[config.mk]
export PLATFORM = sky130hd
export DESIGN_NAME = sadc_readout
export DESIGN_NICKNAME = d
export VERILOG_FILES = /design/src/sadc_pkg.sv /design/src/sadc_readout.sv
export SDC_FILE = /design/constraint.sdc
export NUM_CORES = 1
export LEC_CHECK = 0
export BUFFER_PORTS_ARGS = -buffer_cell sky130_fd_sc_hd__buf_2
export CORE_AREA = 4 4 71 73
export CTS_CLUSTER_SIZE = 8
export DETAILED_ROUTE_END_ITERATION = 10
export DIE_AREA = 0 0 75 77
export GPL_TIMING_DRIVEN = 0
export PLACE_DENSITY = 0.77
export SYNTH_ARGS = -nofsm -noshare
export SYNTH_HDL_FRONTEND = slang
export SYNTH_SLANG_ARGS = --single-unit
[constraint.sdc]
create_clock -name clk -period 7.5 [get_ports clk]
set_clock_uncertainty 0.2 [all_clocks]
set_input_delay 1.5 -clock clk [delete_from_list [all_inputs] [get_ports clk]]
set_output_delay 1.5 -clock clk [all_outputs]
set_load 0.02 [all_outputs]
[src/sadc_pkg.sv]
// Shared constants and types for the serial converter readout block
package sadc_pkg;
   localparam int LEAD_ZEROS     = 4;
   localparam int HOLD_EDGE      = 3;
   localparam int RES_BITS_DEF   = 12;
   localparam int CNT_W          = 5;
   localparam int SYNC_STAGES    = 2;
   localparam int BUF_DEPTH      = 2;
   localparam real CLK_PERIOD_NS = 10.0;
   localparam real MIN_SAMPLE_NS = 643.0;
   localparam int MIN_SAMPLE_CYC = int'($ceil(MIN_SAMPLE_NS / CLK_PERIOD_NS));

   typedef enum logic [1:0] {
      SADC_SLEEP = 2'b00,
      SADC_TRACK = 2'b01,
      SADC_CONV  = 2'b10,
      SADC_DONE  = 2'b11
   } sadc_state_t;

   typedef struct packed {
      logic bit_out;
      logic drive_en;
   } sadc_pin_t;
endpackage

[src/sadc_readout.sv]
// Serial readout and conversion sequencer of a successive-approximation converter
`timescale 1ns/1ns
// Function
// - Change output on falling, host samples rising
// - Select fall starts acquisition, enables output
// - Four zeros then result each frame
// - Result is unsigned straight binary
// - First zero driven until first fall
// - Zeros on falls one, two, three
// - MSB on fourth fall, then lower bits
// - Tristate on select rise or done edge
// - Wake when select falls
// - Done at 16/14/12 falling edge, sleep
// - Select rise aborts, sleeps immediately
// - One conversion step per serial clock period
// - Hold input on third falling edge
module sadc_readout
   import sadc_pkg::*;
#(
   parameter int RES_BITS = RES_BITS_DEF
) (
   input  wire logic                clk,           // System clock
   input  wire logic                reset,         // Async reset, high
   input  wire logic                frameSelectN,  // Frame select pin, low active
   input  wire logic                shiftClock,    // Serial clock pin
   input  wire logic [RES_BITS-1:0] sampleValue,   // Digitized input code
   output logic                     resultOut,     // Serial result data
   output logic                     resultOutEn,   // Output driver enable
   output logic                     powerUp,       // Analog core awake
   output logic                     holdActive     // Sampling switch open
);
   localparam int DONE_EDGE = LEAD_ZEROS + RES_BITS;

   logic [SYNC_STAGES-1:0] selSync;
   logic [SYNC_STAGES-1:0] sclkSync;
   logic                   selPrev;
   logic                   sclkPrev;
   logic                   selFall;
   logic                   selRise;
   logic                   sclkFall;
   sadc_state_t            state;
   logic [CNT_W-1:0]       edgeCount;
   logic [RES_BITS-1:0]    shiftReg;
   // Two-entry buffer between converter core and shifter
   logic [RES_BITS-1:0]    bufMem [BUF_DEPTH];
   logic                   bufWr;
   logic                   bufRd;
   logic                   bufFull;
   logic                   bufEmpty;
   logic [1:0]             bufCount;
   logic                   bufWrPtr;
   logic                   bufRdPtr;
   sadc_pin_t              pin;

   // Pins are asynchronous to clk
   always_ff @(posedge clk or posedge reset) begin
      if (reset) begin
         selSync  <= '1;
         sclkSync <= '1;
         selPrev  <= 1'b1;
         sclkPrev <= 1'b1;
      end else begin
         selSync  <= {selSync[0], frameSelectN};
         sclkSync <= {sclkSync[0], shiftClock};
         selPrev  <= selSync[1];
         sclkPrev <= sclkSync[1];
      end
   end

   assign selFall  = selPrev & ~selSync[1];
   assign selRise  = ~selPrev & selSync[1];
   assign sclkFall = sclkPrev & ~sclkSync[1] & ~selSync[1];

   // Sequencer: sleep, track, convert, done
   always_ff @(posedge clk or posedge reset) begin
      if (reset) begin
         state     <= SADC_SLEEP;
         edgeCount <= '0;
      end else if (selRise) begin
         state     <= SADC_SLEEP;
         edgeCount <= '0;
      end else if (selFall) begin
         state     <= SADC_TRACK;
         edgeCount <= '0;
      end else if (sclkFall) begin
         case (state)
            SADC_TRACK: begin
               edgeCount <= edgeCount + 1'b1;
               if (edgeCount == CNT_W'(HOLD_EDGE - 1)) begin
                  state <= SADC_CONV;
               end
            end
            SADC_CONV: begin
               edgeCount <= edgeCount + 1'b1;
               if (edgeCount == CNT_W'(DONE_EDGE - 1)) begin
                  state <= SADC_DONE;
               end
            end
            SADC_DONE: state <= SADC_DONE;
            default:   state <= SADC_SLEEP;
         endcase
      end
   end

   // Sample captured at hold point enters buffer
   assign bufWr = sclkFall & ~selRise & ~selFall & (state == SADC_TRACK)
                  & (edgeCount == CNT_W'(HOLD_EDGE - 1)) & ~bufFull;
   // Shifter takes the word on the MSB edge
   assign bufRd = sclkFall & ~selRise & ~selFall & (state == SADC_CONV)
                  & (edgeCount == CNT_W'(LEAD_ZEROS - 1)) & ~bufEmpty;
   assign bufFull  = (bufCount == 2'(BUF_DEPTH));
   assign bufEmpty = (bufCount == 2'h0);

   always_ff @(posedge clk or posedge reset) begin
      if (reset) begin
         bufCount <= 2'h0;
         bufWrPtr <= 1'b0;
         bufRdPtr <= 1'b0;
      end else if (selRise) begin
         // Abort flushes stale words
         bufCount <= 2'h0;
         bufWrPtr <= 1'b0;
         bufRdPtr <= 1'b0;
      end else begin
         if (bufWr) begin
            bufWrPtr <= ~bufWrPtr;
         end
         if (bufRd) begin
            bufRdPtr <= ~bufRdPtr;
         end
         bufCount <= bufCount + 2'(bufWr) - 2'(bufRd);
      end
   end

   always_ff @(posedge clk) begin
      if (bufWr) begin
         bufMem[bufWrPtr] <= sampleValue;
      end
   end

   // MSB first after four zeros
   always_ff @(posedge clk or posedge reset) begin
      if (reset) begin
         shiftReg <= '0;
      end else if (bufRd) begin
         shiftReg <= bufMem[bufRdPtr];
      end else if (sclkFall & (state == SADC_CONV)) begin
         shiftReg <= {shiftReg[RES_BITS-2:0], 1'b0};
      end
   end

   always_comb begin
      pin.drive_en = (state == SADC_TRACK) | (state == SADC_CONV);
      pin.bit_out  = 1'b0;
      if (state == SADC_CONV && edgeCount >= CNT_W'(LEAD_ZEROS)) begin
         pin.bit_out = shiftReg[RES_BITS-1];
      end
   end

   always_ff @(posedge clk or posedge reset) begin
      if (reset) begin
         resultOut   <= 1'b0;
         resultOutEn <= 1'b0;
         powerUp     <= 1'b0;
         holdActive  <= 1'b0;
      end else begin
         resultOut   <= pin.bit_out;
         resultOutEn <= pin.drive_en;
         powerUp     <= pin.drive_en;
         holdActive  <= (state == SADC_CONV);
      end
   end

   a_done_tristate: assert property (@(posedge clk) disable iff (reset)
      (state == SADC_DONE) |=> !resultOutEn)
      else $error("Output driven after done point");
   a_abort_sleep: assert property (@(posedge clk) disable iff (reset)
      selRise |=> (state == SADC_SLEEP) ##1 !resultOutEn)
      else $error("Abort did not sleep");
   a_start_drive: assert property (@(posedge clk) disable iff (reset)
      selFall |=> (state == SADC_TRACK) ##1 (resultOutEn && !resultOut))
      else $error("Frame start did not enable output");
   a_lead_zeros: assert property (@(posedge clk) disable iff (reset)
      (resultOutEn && $past(edgeCount) < CNT_W'(LEAD_ZEROS)
       && $past(state) != SADC_SLEEP) |-> !resultOut)
      else $error("Leading bit not zero");
   a_hold_edge: assert property (@(posedge clk) disable iff (reset)
      (sclkFall && !selRise && !selFall && state == SADC_TRACK
       && edgeCount == CNT_W'(HOLD_EDGE - 1)) |=> ##1 holdActive)
      else $error("Hold not on third edge");
   a_done_count: assert property (@(posedge clk) disable iff (reset)
      $rose(state == SADC_DONE) |-> edgeCount == CNT_W'(DONE_EDGE))
      else $error("Done at wrong edge count");
   a_done_ignore: assert property (@(posedge clk) disable iff (reset)
      (state == SADC_DONE && !selFall && !selRise) |=> state == SADC_DONE)
      else $error("Left done without new frame");
   a_step_once: assert property (@(posedge clk) disable iff (reset)
      (!sclkFall && !selFall && !selRise) |=> $stable(edgeCount))
      else $error("Step without clock edge");

   // Core power and buffer hand-over checks
   a_wake_select: assert property (@(posedge clk) disable iff (reset)
      selFall |=> ##1 powerUp)
      else $error("Core not awake after frame start");
   a_done_sleep: assert property (@(posedge clk) disable iff (reset)
      (state == SADC_DONE) |=> !powerUp)
      else $error("Core awake after done point");
   a_sleep_idle: assert property (@(posedge clk) disable iff (reset)
      (state == SADC_SLEEP) |=> (!holdActive && !powerUp))
      else $error("Sleep state left core active");
   a_buf_bound: assert property (@(posedge clk) disable iff (reset)
      bufCount <= 2'(BUF_DEPTH))
      else $error("Sample buffer overfilled");
   a_msb_load: assert property (@(posedge clk) disable iff (reset)
      (sclkFall && !selRise && !selFall && state == SADC_CONV
       && edgeCount == CNT_W'(LEAD_ZEROS - 1)) |-> !bufEmpty)
      else $error("No sample ready at MSB edge");
endmodule // sadc_readout

==> parameters.txt <==
Parameter                              Value

Hold path
  Class of the most critical hold timing path    flip-flop to flip-flop
  Start point of the worst hold path    selSync[0]$_DFF_PP1_

Finish
  Fillers    303
  Area of combinational cells with multiple inputs    920 µm²
  Fraction of layout instances using a drive strength above 1    around a quarter
  Footprint of the flip-flops and latches    1530 µm²
  Nets    roughly 250
  Diodes inserted    0
  Final design utilization    approximately two thirds
  Post-route non-filler standard cell count    around 270
  Layout-stage area growth over the synthesis result    11.5%

STA
  Final worst path period share    between 30% and 40%
  Final Setup Violations    0
  Actual slew at the worst max-slew pin    between 0.6 and 0.7 ns
  Period minus WS final    2.81 ns
  Number of hold violations in the final report    0
  Max-slew headroom at the worst pin    between 50% and 60%
  Accumulated negative setup slack    0 ns
  Peak Freq    between 300 and 400 MHz
  Max-slew violation total from the final report    0
  Setup repair after global routing missed its margin    false

Synth
  Number of synthesized register bits    56
  Proportion of synthesized chip area in sequential cells    60.1%
  Fraction of the mapped netlist area in compound gates    approximately an eighth
  EDFF count, synth    24
  Number of unique standard cell types used by synthesis    44
  Average size of a mapped cell    13.2 µm²
  Share of the synthesized netlist area taken by xor and xnor gates    0.344%
  Instance count of the mapped netlist    192
  Mux share of post-synthesis cell area    under 10%
  Main combinational cell family by area after synthesis    simple AND/OR/NAND/NOR gates
  Synthesis Warnings    0
  Cell Area, Synth    ~2500 µm²
  Post-synth net total    about 220
  Most frequently used flop master after synthesis    sky130_fd_sc_hd__dfrtp_1
  Adder and majority gate portion of the synthesized area    approximately 5.4%
  Post-Synth Simple-Gate Area    approximately an eighth
  Share of flip-flops with an asynchronous set or reset    a little under three fifths

Outcome
  Outcome    finished clean

Worst setup path
  Beginning of the critical path    selPrev$_DFF_PP1_
  Type of the worst setup path    flip-flop to flip-flop
  Total buffers and inverters traversed by the critical path    2
  Maximum fanout along the worst path    10
  Family with the most delay on the worst path    simple AND/OR/NAND/NOR gates
  Delay of the slowest critical-path stage    roughly 0.54 ns
  Slowest cell on crit path    sky130_fd_sc_hd__dfstp_2
  Cell type with the highest occurrence count on the critical path    sky130_fd_sc_hd__ha_1
  Setup crit end kind    flip-flop
  Signal arrival time at the worst endpoint    2.80 ns
  Worst endpoint required time    7.49 ns
  Crit path cell chain    inv_1, ha_1, buf_6, nor2_4, o2111ai_4, nor2_1, xor2_1, ha_1, and3b_1, a21oi_1, o32a_1, o41ai_1
  Beginning of the worst register-to-register path    selPrev$_DFF_PP1_
  Kind of launch point of the worst setup path    flip-flop

Clock network
  Number of buffers inserted during clock tree synthesis    5
  CTS H-Tree Depth    2
  CTS tree    yes
  Worst-skew pair later-pin latency    0.30 ns
  Clock net sink count    56
  Clk Tree Root Cell    sky130_fd_sc_hd__clkbuf_8
  Hold_buf cts    0
  CTS Buffer Depth    2
  Number of buffers inserted by post-CTS setup repair    0
  Resize count post-CTS    0
  Clock edge transition at the registers on the reported setup and hold paths    ~0.1 ns

Placed design
  Global placer's final weighted congestion    about 0.85
  Number of input and output port buffers inserted    19
  Detailed placer's ending HPWL    3130 µm
  Placed Instances    roughly 260

Drt
  DR DRC count    0
  Detailed-routing iteration count for the pre-antenna-repair pass    4
  Violation count after the first detailed-routing iteration    98
  Post-detailed-route wirelength per cell    ~16 µm
  DR vias/cell    around 5.7
  Via Count    around 1600
  Post-route antenna net violation count    0
  Final Routed Wirelength    4280 µm

Global routing
  Number of antenna violations at the first check in global routing    0
  Wire length of the first global-routing pass    ~7300 µm
  Pin count of the biggest net entering global routing    33
  Aggregate global-route resource usage    between 15 and 20%
  Global route total overflow    0
  Number of global-route vias before repair    approximately 1600

Die
  Die footprint    roughly 5800 µm²
  Starting utilization of the core area    slightly below 60%
  Width of the die    roughly 75 µm
  Die Ht    77 µm
  Core box area    between 4000 and 5000 µm²
  Row cnt    24
  Top-level I/O count    20

Power and ir drop
  Power per cell area    ~220 nW/µm²
  Leakage power summed over all cells    0.00115 µW
  Tot Pwr    623 µW
  VDD IR max    roughly 0.11 mV

Run
  Count of max-cap constraint violations    0
## final cells by class
cell class,instances,area share (%)
Clock buffer,6,2.56
Inverter,12,1.59
Tap cell,52,2.29
Sequential cell,56,53.9
Clock inverter,2,0.573
Buffer,9,1.94
Multi-Input combinational cell,115,32.4
Timing Repair Buffer,21,4.72
## per-stage QoR
stage	cell area [µm²]	hold WS, ns	worst slack, ns
2_1_floorplan	2540	0.145	4.89
3_3_place_gp	2700	0.146	4.36
3_5_place_dp	2720	0.149	4.64
4_1_cts	2810	0.146	4.68
5_1_grt	2840	0.151	4.43
6_report	2840	0.143	4.69
## placed cells by master (no fill, tap or decap), types with 2 or more instances in the layout
master and count:
sky130_fd_sc_hd__a21o_1 2, sky130_fd_sc_hd__a21oi_1 2, sky130_fd_sc_hd__and2_1 2, sky130_fd_sc_hd__buf_2 24, sky130_fd_sc_hd__buf_4 2, sky130_fd_sc_hd__buf_6 2, sky130_fd_sc_hd__clkbuf_1 2, sky130_fd_sc_hd__clkbuf_8 5
sky130_fd_sc_hd__dfrtp_1 26, sky130_fd_sc_hd__dfstp_2 6, sky130_fd_sc_hd__edfxtp_1 24, sky130_fd_sc_hd__ha_1 11, sky130_fd_sc_hd__inv_1 12, sky130_fd_sc_hd__mux2_2 2, sky130_fd_sc_hd__mux2i_1 13, sky130_fd_sc_hd__nand2_1 20
sky130_fd_sc_hd__nand3_1 11, sky130_fd_sc_hd__nor2_1 10, sky130_fd_sc_hd__nor2b_1 3, sky130_fd_sc_hd__o211ai_1 2, sky130_fd_sc_hd__o21ai_0 3, sky130_fd_sc_hd__o2bb2ai_1 2, sky130_fd_sc_hd__o311ai_0 4, sky130_fd_sc_hd__o311ai_2 7
## cell usage after synthesis, drive strengths merged, types with 3 or more instances
master | n | share of area [%]
nand2 | 21 | 3.2
buf | 8 | 2.0
ha | 11 | 5.4
dfstp | 6 | 6.2
o311ai | 11 | 5.9
dfrtp | 26 | 26
nor2 | 11 | 1.9
inv | 12 | 1.8
mux2i | 13 | 5.1
o21ai | 4 | 0.79
nor2b | 3 | 0.74
nand3 | 11 | 2.2
edfxtp | 24 | 28
## per-layer routing
layer | up-vias | routed length (µm) | GRT usage (%)
li1 | 748 | - | -
met1 | 751 | 1760 | 21.4
met2 | 46 | 2250 | 26.1
met3 | 11 | 201 | 3.14
met4 | 0 | 64 | 6.41
met5 | - | 0 | 0
## worst register-to-register path, delay by kind of cell, from the launching register on
family	cells	cell delay, ns
AOI/OAI and AO/OA	4	0.61
xor gates and xnor gates	1	0.17
adders and majority gates	2	0.39
buffers and inverters	2	0.18
DFF	1	0.54
and+or+nand+nor	3	0.61
## power by group
group	total [µW]	switching, µW	internal, µW
sequential	354	16.3	338
clock	157	90.8	66.5
combinational	111	67.4	43.5
total	623	175	448
## kinds of logic after synthesis
family | count (synthesis)
simple gates | 59
flops | 56
compound gates | 29
buf+inv | 21
mux | 15
fa+ha+maj | 11
xor+xnor | 1
## registers in the layout, summed over array words and instances (netlist names)
register / cells
bufRdPtr: 1
shiftReg: 12
selPrev: 1
selSync: 2
edgeCount: 5
bufCount: 2
resultOut: 1
bufMem: 24
bufWrPtr: 1
state: 2
sclkSync: 2
holdActive: 1
powerUp: 1
sclkPrev: 1
## path summary, 6_finish.rpt
kind | to | slack, ns | cells past startpoint
worst max-delay path | bufCount[1]$_DFF_PP0_ | 4.69 | 12
worst min-delay path | selSync[1]$_DFF_PP1_ | 0.14 | 0
worst max register to register | bufCount[1]$_DFF_PP0_ | 4.69 | 12
worst min register to register | selSync[1]$_DFF_PP1_ | 0.14 | 0
max in group asynchronous | sclkSync[0]$_DFF_PP1_ | 5.61 | 3
min in group asynchronous | edgeCount[1]$_DFFE_PP0P_ | 0.95 | 2
Power figures use the tool's default switching activity.
